--- config.mk ---
export PLATFORM = sky130hd
export DESIGN_NAME = fsvpor_seq
export DESIGN_NICKNAME = d
export VERILOG_FILES = /design/src/verilog/fsvpor_pkg.sv /design/src/verilog/fsvpor_seq.sv /design/src/verilog/fsvpor_param_mem.sv
export SDC_FILE = /design/constraint.sdc
export NUM_CORES = 1
export LEC_CHECK = 0
export ABC_AREA = 1
export BUFFER_PORTS_ARGS = -buffer_cell sky130_fd_sc_hd__buf_2
export CAP_MARGIN = 5
export CORE_MARGIN = 4
export CORE_UTILIZATION = 56
export CTS_CLUSTER_SIZE = 40
export DETAILED_ROUTE_END_ITERATION = 6
export GPL_ROUTABILITY_DRIVEN = 0
export GPL_TIMING_DRIVEN = 0
export PLACE_DENSITY_LB_ADDON = 0.2
export SETUP_SLACK_MARGIN = 0.05
export SLEW_MARGIN = 20
export SYNTH_ARGS = -nofsm -noshare
export SYNTH_HDL_FRONTEND = slang
export SYNTH_SLANG_ARGS = --single-unit
--- constraint.sdc ---
create_clock -name clk -period 3.7 [get_ports clk]
set_input_delay 0.37 -clock clk [delete_from_list [all_inputs] [get_ports clk]]
set_output_delay 0.37 -clock clk [all_outputs]
set_load 0.005 [all_outputs]
--- src/verilog/fsvpor_pkg.sv ---
// constants shared by the flash command sequencer and its parameter store
// assumes one system clock; the flash array answers by request/ack
//
// How it works
// [RULE1] clearing complete flag launches; set when finished
// [RULE2] section verify: code 03, address, phrase count
// [RULE3] non-blank section sets both verify bits
// [RULE4] section verify needs index pointer 010
// [RULE5] misaligned phrase address raises access error
// [RULE6] section past flash end raises access error
// [RULE7] address outside valid block raises access error
// [RULE8] command barred in current mode: access error
// [RULE9] verify: any error upper, uncorrectable lower
// [RULE10] once read: code 04, index, returns words
// [RULE11] once field: eight phrases in info region
// [RULE12] fetched phrase stored before complete flag sets
// [RULE13] once read needs index pointer 001
// [RULE14] once read index above seven: access error
// [RULE15] flash reads invalid while once read runs
// [RULE16] software avoids running from the field's block
// [RULE17] program: code 06, address, four data words
// [RULE18] program, read back, then set complete
// [RULE19] program needs index pointer 101
// [RULE20] protected address: violation flag, no programming
// [RULE21] readback error upper bit, uncorrectable lower
// [RULE22] software programs erased phrases only
// [RULE23] software clears error flags before new command
// [RULE24] program refused until clock divider loaded
// [RULE25] phrase is four words, word 0 lowest
package fsvpor_pkg;

    localparam int WORD_W = 16;
    localparam int ADDR_W = 24;
    localparam int NUM_PARAMS = 6;
    localparam int PIDX_W = 3;

    localparam logic [7:0] CMD_SECT_VERIFY = 8'h03;
    localparam logic [7:0] CMD_ONCE_READ = 8'h04;
    localparam logic [7:0] CMD_PHRASE_PGM = 8'h06;

    localparam logic [2:0] IDX_SECT_VERIFY = 3'h2;
    localparam logic [2:0] IDX_ONCE_READ = 3'h1;
    localparam logic [2:0] IDX_PHRASE_PGM = 3'h5;

    // parameter word positions
    localparam logic [2:0] PW_CMD_ADDR_HI = 3'h0;
    localparam logic [2:0] PW_ADDR_LO = 3'h1;
    localparam logic [2:0] PW_COUNT = 3'h2;
    localparam logic [2:0] PW_DATA0 = 3'h2;
    localparam logic [2:0] PW_LAST = 3'h5;

    localparam logic [17:0] PHRASE_WORDS = 18'h00004;
    localparam logic [23:0] WORD_BYTES = 24'h000002;
    localparam logic [23:0] PHRASE_BYTES = 24'h000008;
    localparam logic [15:0] ONCE_MAX_IDX = 16'h0007;
    localparam logic [15:0] ERASED_WORD = 16'hFFFF;

    // program flash window, defaults of the top parameters
    localparam logic [23:0] PF_LO_DEF = 24'hFE0000;
    localparam logic [23:0] PF_HI_DEF = 24'hFFFFFF;

    // bit of mode_permits per command
    localparam int PERMIT_SECT = 0;
    localparam int PERMIT_ONCE = 1;
    localparam int PERMIT_PGM = 2;

    localparam logic RST_DONE = 1'b1;
    localparam logic [1:0] RST_MG = 2'h0;

    typedef enum logic [2:0] {
        ST_IDLE = 3'b000,
        ST_FETCH = 3'b001,
        ST_CHECK = 3'b011,
        ST_RUN = 3'b010,
        ST_VERIFY = 3'b110,
        ST_DONE = 3'b111
    } fsvpor_state_e;

endpackage : fsvpor_pkg

--- src/verilog/fsvpor_seq.sv ---
// flash command sequencer: section verify, once read, phrase program
// assumes software and the flash array share clk; array answers by ack
`timescale 1ns/1ns
module fsvpor_seq #(
    parameter logic [23:0] PF_LO = fsvpor_pkg::PF_LO_DEF,
    parameter logic [23:0] PF_HI = fsvpor_pkg::PF_HI_DEF
) (
    input wire logic clk,
    input wire logic nrst,
    input wire logic [2:0] param_index_pointer,
    input wire logic param_wr,
    input wire logic [15:0] param_wdata,
    output logic [15:0] param_rdata,
    input wire logic launch,
    input wire logic access_error_clr,
    input wire logic protection_violation_clr,
    input wire logic [2:0] mode_permits,
    input wire logic clock_divider_loaded,
    input wire logic prot_en,
    input wire logic [17:0] prot_lo,
    input wire logic [17:0] prot_hi,
    output logic command_complete_flag,
    output logic access_error_flag,
    output logic protection_violation_flag,
    output logic [1:0] verify_status_bits,
    output logic pflash_read_invalid,
    output logic flash_req,
    output logic flash_we,
    output logic flash_info_sel,
    output logic [23:0] flash_addr,
    output logic [15:0] flash_wdata,
    input wire logic flash_ack,
    input wire logic [15:0] flash_rdata,
    input wire logic flash_rd_err,
    input wire logic flash_rd_uncorr
);
    fsvpor_pkg::fsvpor_state_e state, next_state;
    logic cdone, next_cdone;
    logic aerr, next_aerr;
    logic pviol, next_pviol;
    logic [1:0] mg, next_mg;
    logic [2:0] launch_idx, next_launch_idx;
    logic [2:0] fidx, next_fidx;
    logic [7:0] cmd, next_cmd;
    logic [23:0] base, next_base;
    logic [15:0] count, next_count;
    logic [3:0][15:0] pdata, next_pdata;
    logic [23:0] cur, next_cur;
    logic [17:0] rem, next_rem;
    logic [1:0] w, next_w;
    logic info_sel, next_info_sel;

    logic mem_we;
    logic [2:0] mem_waddr;
    logic [15:0] mem_wdata;
    logic [2:0] mem_raddr;
    logic [15:0] mem_rdata;
    logic launch_bad;
    logic [24:0] sect_end;

    function automatic logic [1:0] mg_upd(input logic [1:0] m,
                                          input logic any_err,
                                          input logic unc_err,
                                          input logic blank_fail);
        // an uncorrectable error is a read error as well
        mg_upd = {m[1] | any_err | unc_err | blank_fail,
            m[0] | unc_err | blank_fail};
    endfunction : mg_upd

    function automatic logic in_pf(input logic [23:0] a);
        in_pf = (a >= PF_LO) && (a <= PF_HI);
    endfunction : in_pf

    // parameter words are read back by software only while idle
    assign mem_raddr = cdone ? param_index_pointer : fidx;

    fsvpor_param_mem #(
        .WIDTH(fsvpor_pkg::WORD_W),
        .DEPTH(fsvpor_pkg::NUM_PARAMS),
        .AW(fsvpor_pkg::PIDX_W)
    ) u_params (
        .clk(clk),
        .nrst(nrst),
        .we(mem_we),
        .waddr(mem_waddr),
        .wdata(mem_wdata),
        .raddr(mem_raddr),
        .rdata(mem_rdata)
    );

    assign param_rdata = mem_rdata;
    assign command_complete_flag = cdone;
    assign access_error_flag = aerr;
    assign protection_violation_flag = pviol;
    assign verify_status_bits = mg;
    assign flash_info_sel = info_sel;
    assign flash_addr = cur;
    assign flash_wdata = pdata[w];
    assign flash_req = (state == fsvpor_pkg::ST_RUN)
        || (state == fsvpor_pkg::ST_VERIFY);
    assign flash_we = (state == fsvpor_pkg::ST_RUN)
        && (cmd == fsvpor_pkg::CMD_PHRASE_PGM);
    // array busy with the once field, plain reads are not served
    assign pflash_read_invalid = !cdone
        && (cmd == fsvpor_pkg::CMD_ONCE_READ); // [RULE15]

    // end of section, one past the last byte
    assign sect_end = {1'b0, base} + {6'h00, count, 3'b000};

    always_comb begin
        launch_bad = 1'b1;
        case (cmd)
            fsvpor_pkg::CMD_SECT_VERIFY: begin
                launch_bad = (launch_idx != fsvpor_pkg::IDX_SECT_VERIFY) // [RULE4]
                    || !mode_permits[fsvpor_pkg::PERMIT_SECT] // [RULE8]
                    || !in_pf(base) // [RULE7]
                    || (base[2:0] != 3'h0) // [RULE5]
                    || (count == 16'h0000)
                    || (sect_end > ({1'b0, PF_HI} + 25'h0000001)); // [RULE6]
            end
            fsvpor_pkg::CMD_ONCE_READ: begin
                launch_bad = (launch_idx != fsvpor_pkg::IDX_ONCE_READ) // [RULE13]
                    || !mode_permits[fsvpor_pkg::PERMIT_ONCE] // [RULE8]
                    || (base[15:0] > fsvpor_pkg::ONCE_MAX_IDX); // [RULE14]
            end
            fsvpor_pkg::CMD_PHRASE_PGM: begin
                launch_bad = (launch_idx != fsvpor_pkg::IDX_PHRASE_PGM) // [RULE19]
                    || !mode_permits[fsvpor_pkg::PERMIT_PGM] // [RULE8]
                    || !clock_divider_loaded // [RULE24]
                    || !in_pf(base) // [RULE7]
                    || (base[2:0] != 3'h0); // [RULE5]
            end
            default: begin
                launch_bad = 1'b1;
            end
        endcase
    end

    always_comb begin
        next_state = state;
        next_cdone = cdone;
        // hardware set below overrides the software clear
        next_aerr = aerr & ~access_error_clr;
        next_pviol = pviol & ~protection_violation_clr;
        next_mg = mg;
        next_launch_idx = launch_idx;
        next_fidx = fidx;
        next_cmd = cmd;
        next_base = base;
        next_count = count;
        next_pdata = pdata;
        next_cur = cur;
        next_rem = rem;
        next_w = w;
        next_info_sel = info_sel;
        mem_we = 1'b0;
        mem_waddr = param_index_pointer;
        mem_wdata = param_wdata;
        case (state)
            fsvpor_pkg::ST_IDLE: begin
                mem_we = param_wr & cdone;
                // a launch with an error flag pending is ignored
                if (launch && cdone && !aerr && !pviol) begin
                    next_cdone = 1'b0; // [RULE1]
                    next_mg = fsvpor_pkg::RST_MG;
                    next_launch_idx = param_index_pointer;
                    next_fidx = 3'h0;
                    next_state = fsvpor_pkg::ST_FETCH;
                end
            end
            fsvpor_pkg::ST_FETCH: begin
                // read data lags the index by one cycle
                next_fidx = fidx + 3'h1;
                case (fidx)
                    3'h1: begin
                        next_cmd = mem_rdata[15:8]; // [RULE2]
                        next_base[23:16] = mem_rdata[7:0];
                    end
                    3'h2: begin
                        next_base[15:0] = mem_rdata;
                    end
                    3'h3: begin
                        next_count = mem_rdata;
                        next_pdata[0] = mem_rdata; // [RULE17]
                    end
                    3'h4: begin
                        next_pdata[1] = mem_rdata;
                    end
                    3'h5: begin
                        next_pdata[2] = mem_rdata;
                    end
                    3'h6: begin
                        next_pdata[3] = mem_rdata;
                        next_state = fsvpor_pkg::ST_CHECK;
                    end
                    default: begin
                        next_fidx = fidx + 3'h1;
                    end
                endcase
            end
            fsvpor_pkg::ST_CHECK: begin
                next_w = 2'h0;
                next_rem = fsvpor_pkg::PHRASE_WORDS;
                next_cur = base;
                next_info_sel = 1'b0;
                if (launch_bad) begin
                    next_aerr = 1'b1;
                    next_state = fsvpor_pkg::ST_DONE;
                end else if (cmd == fsvpor_pkg::CMD_PHRASE_PGM && prot_en
                        && base[17:0] >= prot_lo
                        && base[17:0] <= prot_hi) begin
                    next_pviol = 1'b1; // [RULE20]
                    next_state = fsvpor_pkg::ST_DONE;
                end else begin
                    next_state = fsvpor_pkg::ST_RUN;
                    if (cmd == fsvpor_pkg::CMD_SECT_VERIFY) begin
                        next_rem = {count, 2'b00};
                    end
                    if (cmd == fsvpor_pkg::CMD_ONCE_READ) begin
                        // eight phrases of eight bytes in the info region
                        next_info_sel = 1'b1; // [RULE11]
                        next_cur = {18'h00000, base[2:0], 3'b000};
                    end
                end
            end
            fsvpor_pkg::ST_RUN: begin
                if (flash_ack) begin
                    // word 0 sits at the lowest phrase address
                    next_w = w + 2'h1; // [RULE25]
                    next_cur = cur + fsvpor_pkg::WORD_BYTES;
                    next_rem = rem - 18'h00001;
                    if (cmd == fsvpor_pkg::CMD_SECT_VERIFY) begin
                        next_mg = mg_upd(mg, flash_rd_err, flash_rd_uncorr,
                            flash_rdata != fsvpor_pkg::ERASED_WORD); // [RULE3] [RULE9]
                    end
                    if (cmd == fsvpor_pkg::CMD_ONCE_READ) begin
                        next_mg = mg_upd(mg, flash_rd_err, flash_rd_uncorr,
                            1'b0);
                        mem_we = 1'b1; // [RULE10] [RULE12]
                        mem_waddr = fsvpor_pkg::PW_DATA0 + {1'b0, w};
                        mem_wdata = flash_rdata;
                    end
                    if (rem == 18'h00001) begin
                        next_state = fsvpor_pkg::ST_DONE;
                        if (cmd == fsvpor_pkg::CMD_PHRASE_PGM) begin
                            next_state = fsvpor_pkg::ST_VERIFY; // [RULE18]
                            next_cur = base;
                            next_rem = fsvpor_pkg::PHRASE_WORDS;
                        end
                    end
                end
            end
            fsvpor_pkg::ST_VERIFY: begin
                if (flash_ack) begin
                    // a mismatch counts as a readback error
                    next_mg = mg_upd(mg,
                        flash_rd_err || (flash_rdata != pdata[w]),
                        flash_rd_uncorr, 1'b0); // [RULE21]
                    next_w = w + 2'h1;
                    next_cur = cur + fsvpor_pkg::WORD_BYTES;
                    next_rem = rem - 18'h00001;
                    if (rem == 18'h00001) begin
                        next_state = fsvpor_pkg::ST_DONE; // [RULE18]
                    end
                end
            end
            fsvpor_pkg::ST_DONE: begin
                next_cdone = 1'b1; // [RULE1]
                next_info_sel = 1'b0;
                next_state = fsvpor_pkg::ST_IDLE;
            end
            default: begin
                next_state = fsvpor_pkg::ST_IDLE;
            end
        endcase
    end

    always_ff @(posedge clk or negedge nrst) begin
        if (!nrst) begin
            state <= fsvpor_pkg::ST_IDLE;
            cdone <= fsvpor_pkg::RST_DONE;
            aerr <= 1'b0;
            pviol <= 1'b0;
            mg <= fsvpor_pkg::RST_MG;
            launch_idx <= 3'h0;
            fidx <= 3'h0;
            cmd <= 8'h00;
            base <= 24'h000000;
            count <= 16'h0000;
            pdata <= '0;
            cur <= 24'h000000;
            rem <= 18'h00000;
            w <= 2'h0;
            info_sel <= 1'b0;
        end else begin
            state <= next_state;
            cdone <= next_cdone;
            aerr <= next_aerr;
            pviol <= next_pviol;
            mg <= next_mg;
            launch_idx <= next_launch_idx;
            fidx <= next_fidx;
            cmd <= next_cmd;
            base <= next_base;
            count <= next_count;
            pdata <= next_pdata;
            cur <= next_cur;
            rem <= next_rem;
            w <= next_w;
            info_sel <= next_info_sel;
        end
    end
endmodule : fsvpor_seq

--- src/verilog/fsvpor_param_mem.sv ---
// command parameter word store, one write and one registered read port
// assumes the caller arbitrates the single write port
`timescale 1ns/1ns
module fsvpor_param_mem #(
    parameter int WIDTH = 16,
    parameter int DEPTH = 6,
    parameter int AW = 3
) (
    input wire logic clk,
    input wire logic nrst,
    input wire logic we,
    input wire logic [AW-1:0] waddr,
    input wire logic [WIDTH-1:0] wdata,
    input wire logic [AW-1:0] raddr,
    output logic [WIDTH-1:0] rdata
);
    logic [WIDTH-1:0] mem [DEPTH];
    logic [WIDTH-1:0] next_rdata;

    always_comb begin
        // unmapped index reads zero
        next_rdata = '0;
        if (32'(raddr) < DEPTH) begin
            next_rdata = mem[raddr];
        end
    end

    always_ff @(posedge clk) begin
        if (we && 32'(waddr) < DEPTH) begin
            mem[waddr] <= wdata;
        end
    end

    always_ff @(posedge clk or negedge nrst) begin
        if (!nrst) begin
            rdata <= '0;
        end else begin
            rdata <= next_rdata;
        end
    end
endmodule : fsvpor_param_mem

### After elaboration in Yosys (flattened, before gate mapping)

Memory sizes are Yosys's and may differ from the RTL's.
Cells that the tools add are included.

| storage, ports and cells | value |
|---|---|
| register bits | 171 |
| RAM bits | 96 |
| input bits | 85 |
| output and inout port bits | 65 |
| word-level logic and storage cells | 191 |
| memories kept | 1 |

| cells by class | value |
|---|---|
| add/subtract/negate cells | 6 |
| order comparisons | 9 |
| equality and inequality tests | 28 |
| mux-type cells | 62 |
| bitwise gates (word level) | 12 |
| reductions and logical operators | 54 |

Memory list:

| memory | depth | width | rd ports | clocked after Yosys merged registers in | write ports | RTL line | RTL |
|---|---|---|---|---|---|---|---|
| u_params.mem | 6 | 16 | 1 | 0 | 1 | fsvpor_param_mem.sv:17 | `logic [WIDTH-1:0] mem [DEPTH];` |

Operators with widths:

| operator | count |
|---|---|
| 24-bit 2-to-1 mux | 7 |
| 18-bit 2-to-1 mux | 7 |
| 16-bit 2-to-1 mux | 5 |
| 24-bit case mux with 3 select lines | 1 |
| 18-bit case mux with 3 select lines | 1 |
| 3-bit 2-to-1 mux | 13 |
| 16-bit binary-select mux with 2-bit select | 1 |
| 24-bit by 19-bit adder with 25-bit output | 1 |
| 25-bit greater-than comparator (second input constant) | 1 |
| 24-bit by 2-bit adder with 24-bit output (second input constant) | 1 |
| 24-bit greater-or-equal comparator (second input constant) | 1 |
| 24-bit <= comparator (second input constant) | 1 |
| 2-bit AND reduction | 10 |
| 18-bit by 1-bit == test with 1-bit output (second input constant) | 1 |
| 18-bit greater-or-equal comparator | 1 |
| 18-bit <= comparator | 1 |
| 18-bit by 1-bit subtractor with 18-bit output (second input constant) | 1 |
| 8-bit by 3-bit == test with 1-bit output (second input constant) | 2 |
| 16-bit by 3-bit greater-than comparator with 1-bit output (second input constant) | 1 |
| 16-bit logical NOT | 1 |
| 16-bit != test | 1 |
| 16-bit != test (second input constant) | 1 |
| 3-bit == test (second input constant) | 5 |
| 3-bit case mux with 5 select lines | 1 |
| other kinds (33) | 105 |

### Depth between registers and ports, before layout

Gate-level depths: netlist of the first run.

| logic depth | value |
|---|---|
| depth in word-level cells | 10 |
| gate-level depth with buffers | 23 |
| depth with buffers taken out | 23 |

### Modules after synthesis

From an unflattened synthesis of the first run, not the netlist that was laid out.

| second synthesis, totals | value |
|---|---|
| cells, all modules | 1873 |
| area total of the unflattened synthesis | 15293.4 um^2 |

By module, submodules not included:

| module | instances | cells each | area each (um^2) | sequential area each (um^2) |
|---|---|---|---|---|
| fsvpor_seq | 1 | 1555 | 11048.1 | 3880.0 |
| fsvpor_param_mem | 1 | 318 | 4245.3 | 3283.1 |

### Least setup slack after synthesis of the first run

No wires, ideal clock.

| timing | value |
|---|---|
| kind | register to register |
| start point | register cmd[7] |
| end point | memory u_params.mem[0][0] (enable) |
| library setup time | 409 ps |
| data arrival time | 2980 ps |
| required time | 3291 ps |
| slack | 310 ps |
| cell stages (with the launch flop) | 9 |
| buffers on the path | 1 |
| period minus slack after synthesis | 3390 ps |
| path through | dfrtp_1 nor2_1 nand2_1 nor4_2 nand2_1 buf_2 o21ai_0 nand2_1 nor3_1 |

| on the way | value |
|---|---|
| word-level cells in the longest chain between the ends | 8 |
| elaborated cells between the ends (all ways) | 11 |
| classes of those cells | order compare (1); eq/ne (1); mux (8); reduce/logical (1) |

RTL lines:

| item | RTL line | RTL |
|---|---|---|
| start: declaration | fsvpor_seq.sv:44 | `logic [7:0] cmd, next_cmd;` |
| start signal: assignment | fsvpor_seq.sv:303 | `cmd <= next_cmd;` |
| 8-bit by 3-bit == test with 1-bit output (*) | fsvpor_seq.sv:236 | `if (cmd == fsvpor_pkg::CMD_ONCE_READ) begin` |
| 3-bit 2-to-1 mux | fsvpor_seq.sv:236 |  |
| 3-bit 2-to-1 mux | fsvpor_seq.sv:227 | `if (flash_ack) begin` |
| 3-bit 2-to-1 mux | fsvpor_seq.sv:159 | `case (state)` |
| 3-bit less-than comparator | fsvpor_param_mem.sv:29 | `if (we && 32'(waddr) < DEPTH) begin` |
| 1-bit logical AND | fsvpor_param_mem.sv:29 |  |
| 1-bit 2-to-1 mux | fsvpor_param_mem.sv:29 |  |
| 1-bit 2-to-1 mux (not written as such) | fsvpor_param_mem.sv:30 | `mem[waddr] <= wdata;` |
| end: declaration | fsvpor_param_mem.sv:17 |  |

Every way passes the cells marked *; elsewhere a longest branch is shown, timed or not.

### Worst setup path after layout of the first run

| timing | value |
|---|---|
| start point | register base[3] |
| end point | register cur[22] (netlist: flash_addr[22]) |

| on the way | value |
|---|---|
| word-level cells in the longest chain between the ends | 10 |
| elaborated cells between the ends (all ways) | 22 |
| classes of those cells | add/sub (1); order compare (6); mux (4); reduce/logical (11) |

RTL lines:

| item | RTL line | RTL |
|---|---|---|
| start: declaration | fsvpor_seq.sv:45 | `logic [23:0] base, next_base;` |
| start signal: assignment | fsvpor_seq.sv:304 | `base <= next_base;` |
| parallel branches: the longest is 8 deep, another holds 24-bit by 19-bit adder with 25-bit output | -- |  |
| 24-bit 2-to-1 mux (*) | fsvpor_seq.sv:206 | `if (launch_bad) begin` |
| 24-bit case mux with 3 select lines (*) | fsvpor_seq.sv:159 |  |
| end signal: assignment | fsvpor_seq.sv:307 | `cur <= next_cur;` |
| end: declaration | fsvpor_seq.sv:48 | `logic [23:0] cur, next_cur;` |

Mark *: on every way between the ends.
A chain may end at the register's enable or synchronous reset.

==> results of run 1 <==
## cells in the final DEF, fill, tap and decap left out, types with 13 or more instances in the layout
cell type	synthesis	routed
nand2_1	431	431
inv_1	246	246
o21ai_0	206	206
nor2_1	197	192
dfrtp_1	170	168
buf_2	4	152
a21oi_1	123	123
edfxtp_1	96	96
nand3_1	86	86
clkbuf_1	56	62
ha_1	60	60
nand4_1	41	41
clkbuf_16	0	29
xor2_1	28	28
nor3_1	26	24
o22ai_1	16	16
nor4_1	14	14
nand2_2	13	13
## worst reg2reg max path: cells and delay by family, from the launching register on
kind | cells | cell delay, ps
adder cells (fa/ha/maj) | 2 | 630
AND/OR/NAND/NOR | 15 | 1840
buffers and inverters | 2 | 200
AO/OA/AOI/OAI | 1 | 200
flip-flops | 1 | 490
## routing by layer
metal | vias to the layer above | global-route usage, %
li1 | 6827 | -
met1 | 6861 | 42.7
met2 | 972 | 52.1
met3 | 170 | 4.71
met4 | 0 | 14.3
met5 | - | 0
## cells by family (layout without fill, tap and decap cells)
group                      Yosys count  after routing
and+or+nand+nor                    844            844
AOI/OAI and AO/OA                  401            401
buffers and inverters              323            537
DFF                                267            267
adders and majority gates           61             61
xor gates and xnor gates            35             35
other                                0              1
## per-stage QoR
| step | total power [mW] | TNS (ps) | cell area [µm²] |
|---|---|---|---|
| CTS | 15.0 | 0 | 17600 |
| detailed placement | 12.2 | 0 | 16700 |
| global placement | 11.9 | -136980 | 16500 |
| global route | 16.3 | 0 | 17600 |
| floorplan | 9.39 | 0 | 15400 |
| finish | 15.2 | 0 | 17600 |
## report_power, final
group | internal, mW | switching (mW) | leakage, nW
sequential | 3.95 | 1.10 | 3.01
clock | 1.60 | 1.22 | 0.444
combinational | 2.40 | 4.92 | 4.75
total | 7.95 | 7.24 | 8.20
## synthesized netlist by cell type (all sizes together), types with 5 or more instances
cell type / number
buf: 12
xnor2: 7
a221oi: 7
a21oi: 124
clkbuf: 56
edfxtp: 96
o21ai: 209
o221ai: 7
or2: 5
nor4: 18
xor2: 28
o22ai: 16
o2111ai: 6
dfrtp: 170
a22oi: 7
nor2: 203
ha: 60
nand2: 444
nand4: 41
inv: 253
nor3: 29
nand3b: 5
nand3: 93
## what timing repair did
action                                 4_1_cts  5_1_grt
setup endpoints to repair                    0       51
hold buffers                                 3        0
setup buffers                                0        0
endpoints found under the hold margin       71        0
gates resized for setup                      0        4
## layout make-up
| class | count | area [µm²] | share of cell area, % |
|---|---|---|---|
| flip-flops and latches | 267 | 7170 | 40.6 |
| multi-input cells | 1341 | 7000 | 39.7 |
| inverters | 255 | 957 | 5.42 |
| repair buffers | 161 | 900 | 5.10 |
| clock buffers | 36 | 762 | 4.32 |
| well taps | 341 | 427 | 2.42 |
| plain buffers | 68 | 283 | 1.60 |
| clock inverters | 17 | 153 | 0.865 |
| diodes | 1 | 2.50 | 0.0142 |
## flip-flops by register name, indices dropped and copies added (netlist names)
signal                     count
access_error_flag              1
base                          24
cmd                            8
command_complete_flag          1
fidx                           3
flash_addr                    24
flash_info_sel                 1
launch_idx                     3
pdata                         64
protection_violation_flag      1
rem                           18
state                          3
u_params.mem                  96
u_params.rdata                16
verify_status_bits             2
w                              2
## final timing paths
check	slack (ps)	end	cells past startpoint
setup / recovery	230	flash_addr[22]	20
hold / removal	100	launch_idx[0]	3
setup reg to reg	230	flash_addr[22]	20
hold reg to reg	490	flash_info_sel	2
max in group asynchronous	2440	pdata[60]	3
min in group asynchronous	360	base[13]	2
==> results.yml, run 1 <==
synthesis:
  synth_xor_xnor_area_share_pct: 1.99
  synth_seq_cells: 267
  synth_area_leaders: "dfrtp_1, edfxtp_1, nand2_1"
  synth_edf_count: 96
  synth_top_family_by_area: "simple AND/OR/NAND/NOR gates"
  synth_area_leader_cell: "dfrtp_1"
  avgSynthCellArea_um2: 7.96
  syn_nets: 2077
  synth-async-reset-ratio_pct: 64.0
  yosys_warnings: 0
  synth-compound-area-share_pct: 14.5
  mappedNetlistArea_um2: 15400
  synthMuxAreaShare_pct: 0
  synth_flop_cell: "dfrtp_1"
  seq_area_frac_synth_pct: 46.6
  synth.distinct_cells: 56
  yosys.area_share.simple_pct: 23.8
  synthAdderAreaFrac_pct: 5.01
  syn_inst: 1931
  yosysTopAreaCellShare_pct: 27.7
clocking:
  cts_tree: "built"
  htreeDepth: 1
  numCtsBuffers: 29
  clockBufferDepth: 3
  clock_latency_ps: 570
  cts.sinks: 267
  clock-root-buffer: "clkbuf_16"
  clk_pin_slew_ps: 60
finish:
  fin_util_pct: 65.5
  layout.nets: 2269
  drive_above_1_share_pct: 12.5
  layout.cells.non_filler: 2487
  syn_to_final_growth_pct: 14.8
  fillers: 2288
timing:
  clock.fmax_mhz: 288
  setup_slack_ps: 231
  setup_viol_count_final: 0
  grt_setup_unrepaired: "no"
  slew_headroom_pct: 32.1
  finalCriticalPeriod_ps: 3470
  holdWs_ps: 102
  slew_viol_final: 0
  hold_violations: 0
  tightest_slew_ps: 1010
  skew_ps: 18.4
  period_share_pct: 93.8
detailed_routing:
  drc: 0
  wl_um: 49600
  viasPerCell: 5.96
  routed.top_layer: "met4"
  dr_wl_met2_um: 22600
  drt_iter0_markers: 1923
  via_count: 14800
  routedWlPerCell_um: 20.0
  wl_met1_um: 19300
  ant_nets: 0
  dr_wl_met3_um: 5090
  drtPass1Iterations: 6
worst_hold_path:
  min_from: "param_index_pointer[0]"
  hp-class: "in -> reg"
global_route:
  grt_use_total_pct: 32.0
  antenna_found_initial: 0
  grt_pass1_vias: 14100
  grt_first_pass_wirelength_um: 76600
  grt_max_degree: 102
  grt_overflow: 0
place:
  port_buffers: 149
  place_inst: 2430
  place_ws_ps: 198
  hpwl_um: 36800
setup_path:
  path_class: "reg -> reg"
  worstPathArrival_ps: 3920
  critPathMaxFanout: 10
  slowest_stage: "dfrtp_2"
  cp_num_buf_inv: 2
  path_delay_family: "simple AND/OR/NAND/NOR gates"
  critPathMostFrequentCell: "nand2_1"
  cp_cell_sequence: "ha_1 -> inv_1 -> fa_1 -> inv_1 -> nand2_1 -> nand2_1 -> and2_1 -> nand3_1 -> nand4_1 -> nand2_1 -> nor2_1 -> nand3_1 -> o21bai_2 -> nand2_2 -> nand2_2 -> nand3_2 -> nand3_1 -> nand2_1 -> nand2_1 -> nand2_1"
  cpPeakStageDelay_ps: 490
  endpoint_kind: "flop"
  startpoint: "base[3]"
  r2r-start: "base[3]"
  crit_path_start_kind: "flop"
  required_ps: 4150
outcome:
  outcome: "complete, no violations"
floorplan:
  placementRows: 60
  ioPinCount: 150
  core_area_um2: 27000
  dieArea_um2: 30200
  die_width_um: 174
  start_util_pct: 57.0
  die_h_um: 174
power:
  worst_ir_drop_vdd_mv: 0.482
  p_leak_nw: 8.20
  power_density_nw_per_um2: 861
run:
  maxCapViolations: 0
Power figures use the tool's default switching activity.
==> run 2, diff against run 1 <==
--- a/config.mk
+++ b/config.mk
@@ -8,8 +8,10 @@
 export ABC_AREA = 1
 export BUFFER_PORTS_ARGS = -buffer_cell sky130_fd_sc_hd__buf_2
 export CAP_MARGIN = 5
+export CELL_PAD_IN_SITES_DETAIL_PLACEMENT = 1
+export CELL_PAD_IN_SITES_GLOBAL_PLACEMENT = 1
 export CORE_MARGIN = 4
-export CORE_UTILIZATION = 56
+export CORE_UTILIZATION = 45
 export CTS_CLUSTER_SIZE = 40
 export DETAILED_ROUTE_END_ITERATION = 6
 export GPL_ROUTABILITY_DRIVEN = 0
==> run 2 against run 1 <==
Sequential power grew 2%; register-to-register slack about the same; critical endpoint is now flash_we; fmax about the same; via count increased by 1.3%; core utilization is 12 points lower; total power grew 5.8%; die area increased by 23%; critical path depth decreased by 13.
==> results.yml, run 2 (synthesis gave the netlist of run 1 again) <==
timing:
  hold_violations: 0
  setup_tns_ps: 0
  grt_setup_unrepaired: "no"
  skew_ps: 14.8
  period_share_pct: 93.7
  holdWs_ps: 83.6
  setup_viol_count_final: 0
  finalCriticalPeriod_ps: 3470
  clock.fmax_mhz: 288
  slew_headroom_pct: 39.4
  setup_slack_ps: 233
  tightest_slew_ps: 899
  slew_viol_final: 0
setup_path:
  crit_path_start_kind: "flop"
  required_ps: 3330
  r2r_cells: 18
  r2r-start: "base[3]"
  endpoint_kind: "output port"
  worstPathArrival_ps: 3100
  critPathMaxFanout: 10
  r2r-end: "rem[14]"
  r2r_setup_slack_ps: 240
  path_class: "reg -> out"
clocking:
  htreeDepth: 1
  clk_pin_slew_ps: 70
  numCtsBuffers: 31
  clockBufferDepth: 3
  clock-root-buffer: "clkbuf_16"
  clock_latency_ps: 590
  cts.sinks: 267
  cts_tree: "built"
worst_hold_path:
  min_from: "param_index_pointer[0]"
  hp-class: "in -> reg"
  hold_depth: 3
  hold_end: "launch_idx[0]"
detailed_routing:
  drtPass1Iterations: 5
  drc: 0
  ant_nets: 0
  wl_um: 58900
  drt_iter0_markers: 1149
  via_count: 15000
  routedWlPerCell_um: 22.7
  viasPerCell: 5.78
power:
  power_density_nw_per_um2: 895
  internal_power_mw: 8.33
  worst_ir_drop_vdd_mv: 0.457
  combPwrFrac_pct: 47.6
  switchingPower_mw: 7.75
  switching_share_pct: 48.2
  p_leak_nw: 8.30
  p_clk_share_pct: 20.5
  sequentialPowerShare_pct: 32.0
global_route:
  grt_first_pass_wirelength_um: 89200
  grt_max_degree: 91
  grt_pass1_vias: 15700
  grt_overflow: 0
  antenna_found_initial: 3
  grt_use_total_pct: 31.2
finish:
  final_common_cell: "nand2_1"
  reg.largest.list: "u_params.mem (96), pdata (64)"
  fin_util_pct: 53.4
  syn_to_final_growth_pct: 16.9
  layout.cells.non_filler: 2598
  drive_above_1_share_pct: 12.8
  layout_common_cells: "nand2_1, inv_1, o21ai_0"
  antenna_cells: 0
  top_register: "u_params.mem"
  largest_register_ffs: 96
  layout.nets: 2271
run:
  maxCapViolations: 0
floorplan:
  die_width_um: 193
  ioPinCount: 150
  placementRows: 67
  die_h_um: 193
  core_area_um2: 33600
  start_util_pct: 45.7
  dieArea_um2: 37200
place:
  place_ws_ps: 9.25
  hpwl_um: 44000
  port_buffers: 149
  place_inst: 2537
outcome:
  outcome: "complete, no violations"
## run 2: per-layer routing
metal | global-route usage, % | share of wire (%) | routed length [µm] | vias up
li1 | - | - | - | 6834
met1 | 39.5 | 41 | 24000 | 7431
met2 | 54.0 | 49 | 28600 | 601
met3 | 5.10 | 6.6 | 3880 | 145
met4 | 11.0 | 4.0 | 2350 | 6
met5 | 0 | 0.092 | 54 | -
## run 2: worst max path at each step
stage / endpoint / start / slack [ps]
after floorplan: u_params.mem[0][0] / cmd[7] / 310
after global placement: u_params.mem[0][11] / state[1] / -1350
after detailed placement: flash_addr[22] / base[3] / 9
after CTS: flash_addr[22] / base[4] / 80
after global routing: flash_addr[22] / base[3] / 60
final: flash_we / state[1] / 230
## run 2: critical path: stages (launching register included)
cell and delay [ps]:
dfrtp_1 390, inv_1 70, nor2_2 320, inv_1 140
clkbuf_1 320, buf_1 350, nor4_1 670, buf_2 230
## run 2: metrics by stage
| stage | instance area (µm²) | total power [mW] |
|---|---|---|
| after CTS | 17900 | 16.0 |
| after global routing | 18000 | 17.1 |
| after floorplan | 15400 | 9.39 |
| after detailed placement | 16800 | 12.6 |
| after global placement | 16700 | 12.2 |
| final | 18000 | 16.1 |
## run 2: power by group through the flow
stage	clock network [mW]	registers, mW	logic [mW]
3_3_place_gp	0	5.09	7.13
5_1_grt	3.44	5.21	8.49
3_5_place_dp	0	5.13	7.49
4_1_cts	3.30	5.09	7.58
2_1_floorplan	0	4.65	4.74
6_report	3.29	5.14	7.65
## run 2: cell type report
class / instances / area (µm²)
fillers: 4206 / 15700
flip-flops and latches: 267 / 7170
multi-input cells: 1341 / 7010
inverters: 255 / 957
clock buffers: 45 / 898
repair buffers: 161 / 896
well taps: 448 / 561
plain buffers: 68 / 283
clock inverters: 13 / 191
## run 2: timing repair
item / in CTS / in global routing
buffers inserted: 0 / 0
pin swaps: 0 / 0
resized for setup: 2 / 4
setup endpoints to repair: 10 / 95
hold buffers: 3 / 0
gates cloned: 0 / 0
hold endpoints to repair: 82 / 0
==> run 3, diff against run 2 <==
--- a/config.mk
+++ b/config.mk
@@ -11,12 +11,12 @@
 export CELL_PAD_IN_SITES_DETAIL_PLACEMENT = 1
 export CELL_PAD_IN_SITES_GLOBAL_PLACEMENT = 1
 export CORE_MARGIN = 4
-export CORE_UTILIZATION = 45
+export CORE_UTILIZATION = 41
 export CTS_CLUSTER_SIZE = 40
 export DETAILED_ROUTE_END_ITERATION = 6
 export GPL_ROUTABILITY_DRIVEN = 0
 export GPL_TIMING_DRIVEN = 0
-export PLACE_DENSITY_LB_ADDON = 0.2
+export PLACE_DENSITY = 0.89
 export SETUP_SLACK_MARGIN = 0.05
 export SLEW_MARGIN = 20
 export SYNTH_ARGS = -nofsm -noshare
==> constraint.sdc (replaced) <==
create_clock -name clk -period 3 [get_ports clk]
set_input_delay 0.3 -clock clk [delete_from_list [all_inputs] [get_ports clk]]
set_output_delay 0.3 -clock clk [all_outputs]
set_load 0.005 [all_outputs]
==> run 3 against run 2 <==
First-iteration DRC count increased by 46%; combinational power rose by 41%; via count is 8.8% higher; largest cell class is now multi-input combinational cells; critical path depth rose by 5; largest power group unchanged; non-clock buffer count is 44 higher; hold slack better by 32 ps; total power up 32%; the run now ends with setup timing left; sequential power up 25%; sequential cell count did not move; highest routed layer unchanged; register-to-register slack worse by 430 ps; critical endpoint is now rem[16]; routed wire length increased by 13%.
==> results.yml, run 3 (synthesis gave the netlist of run 1 again) <==
timing:
  grt_setup_unrepaired: "yes"
  hold_violations: 0
  slew_viol_final: 0
  tightest_slew_ps: 1240
  skew_ps: 22.6
  setup_tns_ps: -3630
  setup_viol_count_final: 34
  clock.fmax_mhz: 314
  finalCriticalPeriod_ps: 3190
  slew_headroom_pct: 16.7
  setup_slack_ps: -186
  holdWs_ps: 115
  period_share_pct: 106
finish:
  multi_input_area_um2: 7480
  layout.cells.non_filler: 2656
  drive_above_1_share_pct: 18.7
  layout_common_cells: "nand2_1, inv_1, o21ai_0"
  reg.largest.list: "u_params.mem (96), pdata (64)"
  final_common_cell: "nand2_1"
  seq_area_um2: 7180
  fillers: 4448
  syn_to_final_growth_pct: 22.6
  design_area_um2: 18800
  antenna_cells: 0
  largest_register_ffs: 96
  top_register: "u_params.mem"
  layout.nets: 2312
setup_path:
  endpoint_kind: "flop"
  path_class: "reg -> reg"
  slowest_stage: "buf_1"
  cp_cell_sequence: "inv_1 -> nor2_4 -> inv_1 -> buf_1 -> nor2_1 -> inv_1 -> nand2_1 -> inv_1 -> clkbuf_1 -> nor3_1 -> nand3_4 -> o221ai_2"
  critPathMostFrequentCell: "inv_1"
  worstPathArrival_ps: 3620
  cp_num_buf_inv: 6
  crit_path_start_kind: "flop"
  cpPeakStageDelay_ps: 600
  required_ps: 3430
  path_delay_family: "buffers and inverters"
  critPathMaxFanout: 10
detailed_routing:
  via_count: 16300
  wl_um: 66700
  routedWlPerCell_um: 25.1
  drtPass1Iterations: 6
  viasPerCell: 6.15
  ant_nets: 0
  drt_iter0_markers: 1678
  drc: 0
global_route:
  grt_overflow: 0
  grt_pass1_vias: 17000
  grt_max_degree: 89
  grt_use_total_pct: 30.5
  antenna_found_initial: 2
  grt_first_pass_wirelength_um: 98600
clocking:
  cts.sinks: 267
  htreeDepth: 1
  clockBufferDepth: 3
  clk_pin_slew_ps: 70
  clock_latency_ps: 590
  cts_tree: "built"
  clock-root-buffer: "clkbuf_16"
  numCtsBuffers: 28
floorplan:
  core_area_um2: 36800
  ioPinCount: 150
  start_util_pct: 41.8
  die_h_um: 202
  placementRows: 70
  dieArea_um2: 40700
  die_width_um: 202
worst_hold_path:
  hp-class: "in -> reg"
run:
  maxCapViolations: 0
place:
  hpwl_um: 44300
  port_buffers: 149
  place_inst: 2553
  placed_area_um2: 16800
power:
  worst_ir_drop_vdd_mv: 0.628
  power_density_nw_per_um2: 1120
  total_power_mw: 21.2
  p_leak_nw: 8.51
outcome:
  violations: "setup timing"
  outcome: "complete, but fails checks"
==> run 3: changes by cell type in the layout (fill, tap and decap cells not counted), moves of 12 or more <==
cell	previous run	this run
buf_4	6	43
dfrtp_1	168	153
dfrtp_2	2	17
ha_1	60	45
clkbuf_1	63	49
ha_4	0	12
==> run 3: final cells by class <==
type / count / area share (%)
Tap cell: 468 / 3.11
Multi-Input combinational cell: 1341 / 39.7
Clock inverter: 18 / 1.45
Timing Repair Buffer: 206 / 6.89
Clock buffer: 34 / 4.05
Inverter: 255 / 5.13
Buffer: 67 / 1.54
Sequential cell: 267 / 38.1
==> run 3: report_power, final <==
part | switching, mW | leakage [nW] | internal [mW]
clock | 1.62 | 0.500 | 2.34
combinational | 7.30 | 5.02 | 3.52
sequential | 1.53 | 2.99 | 4.89
total | 10.4 | 8.51 | 10.7
==> run 3: layer usage <==
metal	part of all wire (%)	GRT usage [%]	vias to the layer above
met2	48	52.0	1097
met4	6.2	14.4	4
met1	37	37.5	8007
met5	0.039	0	-
met3	9.4	5.87	306
li1	-	-	6922
==> run 3: stage by stage <==
stage / setup slack (ps) / utilization (%)
after floorplan: 13.6 / -
after global placement: -1230 / 45.4
after detailed placement: -906 / 45.7
after CTS: -77.6 / 50.2
after global routing: -316 / 51.2
final: -186 / 51.2
==> run 3: worst min-delay path: stages <==
cell,delay [ps]
buf_2,140
inv_1,120
a21oi_1,80
==> run 3: path summary, 6_finish.rpt <==
check	startpoint	end	slack [ps]	cells past startpoint
setup / recovery	state[1]	rem[16]	-190	12
setup reg to reg	state[1]	rem[16]	-190	12
hold / removal	param_index_pointer[1]	launch_idx[1]	120	3
max in group asynchronous	nrst	command_complete_flag	1720	3
min in group asynchronous	nrst	base[5]	320	2
hold reg to reg	pdata[25]	pdata[25]	490	2
==> run 3: timing repair <==
| action | in CTS | in global routing |
|---|---|---|
| endpoints found under the setup margin | 245 | 185 |
| hold buffers | 4 | 0 |
| setup buffers | 29 | 19 |
| resized for setup | 72 | 63 |
| gates cloned | 1 | 0 |
| hold endpoints to repair | 90 | 0 |
| pin swaps | 20 | 22 |
